==> src/radio_power_pkg.sv <==
package radio_power_pkg;

	// Clock rate and derived millisecond scale
	localparam int unsigned CLK_HZ        = 200_000_000;
	localparam int unsigned CYCLES_PER_MS = CLK_HZ / 1000;

	// Sequencing times in milliseconds
	localparam int unsigned POR_HOLD_MS   = 110;
	localparam int unsigned HOST_WAIT_MS  = 150;
	localparam int unsigned DISCHARGE_MS  = 10;

	// Millisecond times convert to cycles by exact multiplication, with no rounding
	localparam int unsigned POR_HOLD_CYCLES  = POR_HOLD_MS * CYCLES_PER_MS;
	localparam int unsigned HOST_WAIT_CYCLES = (HOST_WAIT_MS * CYCLES_PER_MS * 1) + 0;
	localparam int unsigned DISCHARGE_CYCLES = DISCHARGE_MS * CYCLES_PER_MS;

	// Counter width covers the longest count
	localparam int unsigned CNT_W = 25;

	// Synchronised pin positions
	localparam int unsigned PIN_N      = 3;
	localparam int unsigned PIN_LAN    = 0;
	localparam int unsigned PIN_BT     = 1;
	localparam int unsigned PIN_SUPPLY = 2;

	// Reset values of the outputs
	localparam logic RST_REG_EN  = 1'b0;
	localparam logic RST_SECTION = 1'b1;

	// Sequencer states
	typedef enum logic [0:0]
	{
		ST_POR_WAIT = 1'b0,
		ST_RUN      = 1'b1
	} seq_state_e;

endpackage

==> src/pin_sync_if.sv <==
`timescale 1ns/10ps
interface pin_sync_if;
	logic [radio_power_pkg::PIN_N-1:0] raw;
	logic [radio_power_pkg::PIN_N-1:0] sync;

	modport syncer
	(
		input  raw,
		output sync
	);
	modport user
	(
		output raw,
		input  sync
	);
endinterface

==> src/pin_sync.sv <==
`timescale 1ns/10ps
module pin_sync
(
	// Clock and reset
	input  wire logic       clk_i,
	input  wire logic       srst_i,
	// Pin levels in, synchronised levels out
	pin_sync_if.syncer      pins
);

	// Two flip-flops per pin; only the second stage is read
	genvar gi;
	generate
		for (gi = 0; gi < radio_power_pkg::PIN_N; gi = gi + 1)
		begin : g_bit
			logic meta_reg;
			logic stable_reg;

			always_ff @(posedge clk_i)
			begin
				if (srst_i)
				begin
					meta_reg   <= 1'b0;
					stable_reg <= 1'b0;
				end
				else
				begin
					meta_reg   <= pins.raw[gi];
					stable_reg <= meta_reg;
				end
			end

			assign pins.sync[gi] = stable_reg;
		end
	endgenerate

endmodule

==> src/radio_power_enable_sequencer.sv <==
`timescale 1ns/10ps
// Operation
// - Regulators on whenever LAN enable or Bluetooth enable is high, once the power-on hold has ended.
// - Regulators off when both enables are low.
// - LAN section leaves reset while LAN enable is high and the power-on hold has ended.
// - LAN section held in reset whenever LAN enable is low.
// - Bluetooth held in reset when its enable is low and LAN is high.
// - FM section follows the Bluetooth reset; host enables Bluetooth for FM.
// - Power-on reset hold lasts at most 110 ms after supplies are good.
module radio_power_enable_sequencer
#(
	parameter int unsigned POR_HOLD_CYCLES  = radio_power_pkg::POR_HOLD_CYCLES,
	parameter int unsigned HOST_WAIT_CYCLES = radio_power_pkg::HOST_WAIT_CYCLES,
	parameter int unsigned DISCHARGE_CYCLES = radio_power_pkg::DISCHARGE_CYCLES
)
(
	// Clock and reset
	input  wire logic clk_i,
	input  wire logic srst_i,
	// Host enable pins and supply monitor
	input  wire logic lan_power_enable_i,
	input  wire logic bluetooth_power_enable_i,
	input  wire logic supplies_good_i,
	// Regulator and section resets
	output logic      regulator_enable_o,
	output logic      lan_reset_o,
	output logic      bluetooth_reset_o,
	output logic      fm_reset_o,
	// Sequencing status
	output logic      por_active_o,
	output logic      host_access_ready_o,
	output logic      discharge_active_o
);

	localparam int unsigned W = radio_power_pkg::CNT_W;
	localparam logic [W-1:0] POR_LAST  = W'(POR_HOLD_CYCLES - 1);
	localparam logic [W-1:0] HOST_LAST = W'(HOST_WAIT_CYCLES - 1);
	localparam logic [W-1:0] DIS_LOAD  = W'(DISCHARGE_CYCLES);
	localparam logic [W-1:0] CNT_ONE   = W'(1);
	localparam logic [W-1:0] CNT_ZERO  = W'(0);
	localparam logic [W-1:0] POR_FULL  = W'(POR_HOLD_CYCLES);
	localparam logic [W-1:0] HOST_FULL = W'(HOST_WAIT_CYCLES);

	pin_sync_if pins ();

	radio_power_pkg::seq_state_e state_reg;
	radio_power_pkg::seq_state_e state_next;
	logic [W-1:0] cnt_reg;
	logic [W-1:0] cnt_next;
	logic [W-1:0] dis_cnt_reg;
	logic [W-1:0] dis_cnt_next;

	// Pin levels into the synchroniser
	assign pins.raw[radio_power_pkg::PIN_LAN]    = lan_power_enable_i;
	assign pins.raw[radio_power_pkg::PIN_BT]     = bluetooth_power_enable_i;
	assign pins.raw[radio_power_pkg::PIN_SUPPLY] = supplies_good_i;

	pin_sync u_sync
	(
		.clk_i  (clk_i),
		.srst_i (srst_i),
		.pins   (pins)
	);

	// Synchronised levels and decode
	wire lan_s     = pins.sync[radio_power_pkg::PIN_LAN];
	wire bt_s      = pins.sync[radio_power_pkg::PIN_BT];
	wire supply_s  = pins.sync[radio_power_pkg::PIN_SUPPLY];
	wire running   = (state_reg == radio_power_pkg::ST_RUN);
	wire any_on    = lan_s | bt_s;
	wire reg_en_d  = running & any_on;
	wire lan_rst_d = ~running | ~lan_s;
	wire bt_rst_d  = ~running | ~bt_s;
	wire por_done  = (cnt_reg == POR_LAST);
	wire host_rdy  = running & (cnt_reg >= HOST_LAST);
	wire reg_fall  = regulator_enable_o & ~reg_en_d;

	// Power-on reset hold then run; supply loss restarts the hold
	always_comb
	begin
		state_next = state_reg;
		case (state_reg)
			radio_power_pkg::ST_POR_WAIT:
			begin
				if (supply_s && por_done)
				begin
					state_next = radio_power_pkg::ST_RUN;
				end
			end
			radio_power_pkg::ST_RUN:
			begin
				if (!supply_s)
				begin
					state_next = radio_power_pkg::ST_POR_WAIT;
				end
			end
			default:
			begin
				state_next = radio_power_pkg::ST_POR_WAIT;
			end
		endcase
	end

	// Time since supplies good, saturating at the host wait
	assign cnt_next = !supply_s ? CNT_ZERO :
		(cnt_reg >= HOST_LAST) ? cnt_reg : cnt_reg + CNT_ONE;

	// Buck discharge window after the regulators drop
	assign dis_cnt_next = reg_fall ? DIS_LOAD :
		(dis_cnt_reg != CNT_ZERO) ? dis_cnt_reg - CNT_ONE : CNT_ZERO;

	// Sequencer state and counters
	always_ff @(posedge clk_i)
	begin
		if (srst_i)
		begin
			state_reg   <= radio_power_pkg::ST_POR_WAIT;
			cnt_reg     <= CNT_ZERO;
			dis_cnt_reg <= CNT_ZERO;
		end
		else
		begin
			state_reg   <= state_next;
			cnt_reg     <= cnt_next;
			dis_cnt_reg <= dis_cnt_next;
		end
	end

	// Registered outputs
	always_ff @(posedge clk_i)
	begin
		if (srst_i)
		begin
			regulator_enable_o  <= radio_power_pkg::RST_REG_EN;
			lan_reset_o         <= radio_power_pkg::RST_SECTION;
			bluetooth_reset_o   <= radio_power_pkg::RST_SECTION;
			fm_reset_o          <= radio_power_pkg::RST_SECTION;
			por_active_o        <= 1'b1;
			host_access_ready_o <= 1'b0;
			discharge_active_o  <= 1'b0;
		end
		else
		begin
			regulator_enable_o  <= reg_en_d;
			lan_reset_o         <= lan_rst_d;
			bluetooth_reset_o   <= bt_rst_d;
			fm_reset_o          <= bt_rst_d;
			por_active_o        <= ~running;
			host_access_ready_o <= host_rdy;
			discharge_active_o  <= (dis_cnt_next != CNT_ZERO);
		end
	end

	// Helper: cycles spent in the hold with supplies good
	logic [W-1:0] hold_cycles_reg;
	always_ff @(posedge clk_i)
	begin
		if (srst_i || running || !supply_s)
		begin
			hold_cycles_reg <= CNT_ZERO;
		end
		else
		begin
			hold_cycles_reg <= hold_cycles_reg + CNT_ONE;
		end
	end

	// Helper: cycles since supplies last turned good, saturating
	logic [W-1:0] good_cycles_reg;
	always_ff @(posedge clk_i)
	begin
		if (srst_i || !supply_s)
		begin
			good_cycles_reg <= CNT_ZERO;
		end
		else if (good_cycles_reg < HOST_FULL)
		begin
			good_cycles_reg <= good_cycles_reg + CNT_ONE;
		end
	end
endmodule

==> config.mk <==
export PLATFORM = sky130hd
export DESIGN_NAME = radio_power_enable_sequencer
export DESIGN_NICKNAME = d
export VERILOG_FILES = /design/src/radio_power_pkg.sv /design/src/pin_sync_if.sv /design/src/pin_sync.sv /design/src/radio_power_enable_sequencer.sv
export SDC_FILE = /design/constraint.sdc
export NUM_CORES = 1
export LEC_CHECK = 0
export ABC_AREA = 0
export BUFFER_PORTS_ARGS = -buffer_cell sky130_fd_sc_hd__buf_2
export CORE_AREA = 2 2 85 87
export CTS_CLUSTER_SIZE = 16
export DETAILED_ROUTE_END_ITERATION = 8
export DIE_AREA = 0 0 87 89
export PLACE_DENSITY_LB_ADDON = 0.1
export SYNTH_ARGS = -nofsm -noshare
export SYNTH_HDL_FRONTEND = slang
export SYNTH_SLANG_ARGS = --single-unit
==> constraint.sdc <==
create_clock -name clk_i -period 3.25 [get_ports clk_i]
set_input_delay 0.1625 -clock clk_i [delete_from_list [all_inputs] [get_ports clk_i]]
set_output_delay 0.1625 -clock clk_i [all_outputs]
set_load 0.005 [all_outputs]
# ---- After elaboration in Yosys (flattened, before gate mapping)
# Index checks and enable logic that the tools add are counted.
dict set report totals {
  out_inout_bits 7
  reg_bits 63
  word_cells 39
  in_bits 5
}
dict set report classes {
  n_bitwise 11
  addsub 2
  reduce_logical 4
  n_lt_le_gt_ge 1
  muxes 5
  n_eq_ne 1
}
# cell n
set op_table {}
lappend op_table {{$mux 25} 2}
lappend op_table {{$reduce_bool 25->1} 2}
lappend op_table {{$add 25x1->25 const B} 1}
lappend op_table {{$eq 25x25->1 const B} 1}
lappend op_table {{$ge 25x25->1 const B} 1}
lappend op_table {{$sub 25x1->25 const B} 1}
lappend op_table {{$not 1->1} 5}
lappend op_table {{$and 1x1->1} 3}
lappend op_table {{$or 1x1->1} 3}
lappend op_table {{$mux 1} 2}
lappend op_table {{$pmux 1 s2} 1}
lappend op_table {{$reduce_or 2->1} 1}
lappend op_table {{$logic_and 1x1->1} 1}

# ---- Longest topological paths before layout
dict set report depth {
  depth_word 6
  mapped_depth 8
  depth_no_buf 8
}

# ---- Modules after synthesis
# Synthesis repeated with hierarchy kept, for this count alone.
dict set report hier_totals {
  cells_unflattened 359
  hier_area_um2 3041.7
}
# mod cells_per_inst n_inst seq_area_each_um2 area_per_inst_um2
set by_module_without_submodules {}
lappend by_module_without_submodules {radio_power_enable_sequencer 344 1 1141.1 2861.5}
lappend by_module_without_submodules {pin_sync 15 1 120.1 180.2}

# ---- Worst setup path after synthesis
# Ideal clock, no wire load.
dict set report synth_path {
  kind {flip-flop to flip-flop}
  from {reg dis_cnt_reg[0]}
  to {reg discharge_active_o}
  setup_ns 0.120
  path_buffers 0
  t_arrival_ns 2.216
  path_slack_ns 0.915
  path_stages_with_launch 9
  synth_period_minus_slack_ns 2.335
  required_time_ns 3.130
  cell_sequence {dfxtp_1 > inv_1 > ha_1 > nor3b_1 > nand3_1 > nor3_1 > xor2_1 > or3_1 > a211o_1}
}
dict set report synth_between {
  elab_chain_len 4
  word_cells_on_any_way 5
  cone_classes {add/sub (1); mux (2); reduce/logical (2)}
}
# element line_no
set synth_lines {}
lappend synth_lines {{start, declared} radio_power_enable_sequencer.sv:50} ;# logic [W-1:0] dis_cnt_reg;
lappend synth_lines {{start signal, assigned} radio_power_enable_sequencer.sv:125} ;# dis_cnt_reg <= dis_cnt_next;
lappend synth_lines {{$sub 25x1->25 or $reduce_bool 25->1 (tied branches)} radio_power_enable_sequencer.sv:110} ;# (dis_cnt_reg != CNT_ZERO) ? dis_cnt_reg - CNT_ONE : CNT_ZERO;
lappend synth_lines {{$mux 25 (*)} radio_power_enable_sequencer.sv:110}
lappend synth_lines {{$mux 25 (*)} radio_power_enable_sequencer.sv:109} ;# assign dis_cnt_next = reg_fall ? DIS_LOAD :
lappend synth_lines {{$reduce_bool 25->1 (*)} radio_power_enable_sequencer.sv:150} ;# discharge_active_o <= (dis_cnt_next != CNT_ZERO);
lappend synth_lines {{end signal, assigned} radio_power_enable_sequencer.sv:150}
lappend synth_lines {{end, declared} radio_power_enable_sequencer.sv:32} ;# output logic discharge_active_o
# Mark *: on every way between the ends. The rest lies on a longest branch, timed or not.
# A chain may end at the register's enable or synchronous reset.

# ---- Worst setup path after layout
dict set report layout_path {
  from {reg dis_cnt_reg[12]}
  to {reg discharge_active_o}
}
# Same word-level chain as after synthesis.

==> impl_metrics.csv <==
group,metric,value,unit
clock_tree,clock-sinks,63,
sta,fin_crit_sh,78.3,%
detailed_routing,vias_per_cell,5.60,
synth,synth_top_cell_by_area,"dfxtp_1",
grt,grt_max_degree,27,
clock_tree,cts_setup_buffers,0,
synth,avgSynthCellArea,8.67,µm²
synth,synth.distinct_cells,50,
power_and_ir_drop,p_per_area,827,nW/µm²
sta,finalSetupViolations,0,
clock_tree,cts_buffer_depth,2,
worst_setup_path,rr_worst_depth,6,
grt,grt_pass1_vias,2336,
synth,synth_edf_count,0,
worst_setup_path,crit_arrival,2.76,ns
synth,synth_area,2980,µm²
sta,fmax,393,MHz
power_and_ir_drop,irDropWorstVdd,523,µV
floorplanning,core,6720,µm²
detailed_routing,wirelength,6.45,mm
clock_tree,clk_pin_slew_worst_paths,0.07,ns
grt,antenna_found_initial,0,
synth,ys_seq_area_share,42.3,%
clock_tree,cts_tree,"yes",
clock_tree,cts_resized,0,
place,detailed_place_hpwl,4.40,mm
grt,grt_pass1_wl,11.1,mm
sta,skew,0.00958,ns
worst_setup_path,setup.worst_path.class,"register to register",
clock_tree,cts_hold_buf,0,
power_and_ir_drop,switching_share,37.9,%
power_and_ir_drop,intPower,1670,µW
sta,slew_headroom,33.5,%
layout,antenna_cells,0,
place,place_congestion,0.880,
layout,fillers,684,
layout,layout-drive-gt1-share,11.1,%
floorplanning,io_pins,12,
sta,drv_slew,0,
worst_setup_path,worst-path-max-fanout,17,
sta,rsz0062_at_grt,"false",
floorplanning,row_count,30,
synth,synth_nets,351,
detailed_routing,drt_iter0_drc,67,
hold_path,hold_path_class,"primary input to register",
worst_setup_path,critPathCaptureType,"register",
clock_tree,numCtsBuffers,9,
power_and_ir_drop,power_leakage,0.00117,µW
place,portBuffers,11,
floorplanning,start_util,44.4,%
grt,grt_usage,18.2,%
power_and_ir_drop,comb_power_share,40.8,%
clock_tree,root_buffer,"clkbuf_8",
floorplanning,dieArea,7740,µm²
sta,period_needed,2.54,ns
sta,finalHoldViolCount,0,
worst_setup_path,crit_required,3.47,ns
power_and_ir_drop,p_clk_share,20.1,%
detailed_routing,vias,2459,
power_and_ir_drop,power.share.sequential,39.2,%
synth,netlist_instances,344,
layout,nets,363,
synth,synth_ff_type,"dfxtp_1",
sta,setup-tns-final,0,ns
sta,worstMarginPinSlew,0.998,ns
worst_setup_path,critPathLaunchType,"register",
floorplanning,die_h,89,µm
synth,async_reset_ff_share,0,%
detailed_routing,dr.pass1.iters,4,
status,status,"finished clean",
sta,hold_ws,0.0461,ns
clock_tree,clk_latency,0.33,ns
synth,synth_area_leaders,"dfxtp_1, xor2_1, nor2_1",
flow_run,maxCapViolations,0,
hold_path,whs_path_depth,2,
clock_tree,cts-htree-levels,3,
power_and_ir_drop,p_sw,1020,µW
floorplanning,die_w,87,µm
detailed_routing,drc,0,
synth,yosysTopAreaCellShare,42.3,%
grt,grt-ovfl-total,0,
synth,ys_seq_elements,63,
detailed_routing,drtAntennaViolNets,0,
detailed_routing,wl_per_cell,14.7,µm
layout,syn_to_final_growth,8.93,%
synth,yosys_warnings,0,
-- critical path, cell delays in order, from the launching register on --
cell and delay, ns:
dfxtp_1 0.35, or4_1 0.58, or3_1 0.43, nor4_4 0.36, a211o_2 0.39, a31oi_1 0.09, a211o_1 0.24
-- per-layer routing --
layer  up-vias  GRT usage (%)  wire, µm
met1      1138           22.1      2980
met2        45           30.5      3180
met5         -              0         0
met3         6           5.91       222
li1       1270              -         -
met4         0           6.11        59
-- final timing paths --
kind,slack [ns],endpoint,from
hold reg to reg,0.40,fm_reset_o,u_sync.g_bit[1].stable_reg
setup / recovery,0.71,discharge_active_o,dis_cnt_reg[12]
hold / removal,0.05,u_sync.g_bit[0].meta_reg,lan_power_enable_i
setup reg to reg,0.71,discharge_active_o,dis_cnt_reg[12]
-- cells in the final DEF (no fill, tap or decap), drive strengths merged, types with 7 or more instances in the layout --
master | synthesis | final
dfxtp | 63 | 63
nor2 | 48 | 48
xor2 | 22 | 22
a21oi | 21 | 21
nand2 | 18 | 18
nand3 | 16 | 16
buf | 7 | 16
nor4 | 15 | 15
nand4 | 13 | 13
clkbuf | 8 | 12
xnor2 | 10 | 10
or4 | 10 | 10
o21ai | 9 | 9
and3 | 8 | 8
nor3 | 8 | 8
nor2b | 8 | 8
or3 | 7 | 7
-- cell type report --
| cell class | count | area [µm²] | share of cell area (%) |
|---|---|---|---|
| repair buffers | 16 | 92.6 | 2.85 |
| clock inverters | 2 | 10.0 | 0.308 |
| well taps | 80 | 100 | 3.08 |
| inverters | 4 | 15.0 | 0.462 |
| multi-input cells | 262 | 1640 | 50.3 |
| clock buffers | 12 | 135 | 4.16 |
| flip-flops and latches | 63 | 1260 | 38.8 |
-- synthesized netlist by cell type (4+ instances only) --
master,count
dfxtp_1,63
nor2_1,48
xor2_1,22
a21oi_1,21
nand2_1,18
nand3_1,16
nand4_1,13
nor4_1,12
xnor2_1,10
o21ai_0,9
and3_1,8
clkbuf_1,8
nor2b_1,8
nor3_1,8
or4_1,8
or3_1,7
nand4b_1,5
a31oi_1,4
and2_1,4
inv_1,4
-- per-stage QoR --
stage	cells	setup slack, ns	util [%]	area, µm²	total power (µW)
after detailed placement	425	0.742	46.2	3100	2150
after CTS	439	0.711	48.4	3250	2710
after global routing	439	0.585	48.4	3250	2900
after global placement	425	0.782	46.2	3100	2150
after floorplan	344	0.915	-	2980	1900
final	439	0.706	48.4	3250	2690
-- power groups by stage --
stage,logic (µW),registers (µW),clock network [µW]
floorplan,894,1010,0
global placement,1090,1070,0
detailed placement,1080,1070,0
CTS,1090,1050,563
global route,1220,1080,597
finish,1100,1050,539
-- cell families (layout without fill, tap and decap cells) --
logic type	after synthesis	count (layout)	synth area share, %
buffers and inverters	19	34	2.89
adders and majority gates	2	2	0.839
AOI/OAI and AO/OA	53	53	11.4
and+or+nand+nor	175	175	33.2
xor gates and xnor gates	32	32	9.40
DFF	63	63	42.3
(Power assumes the default switching activity.)
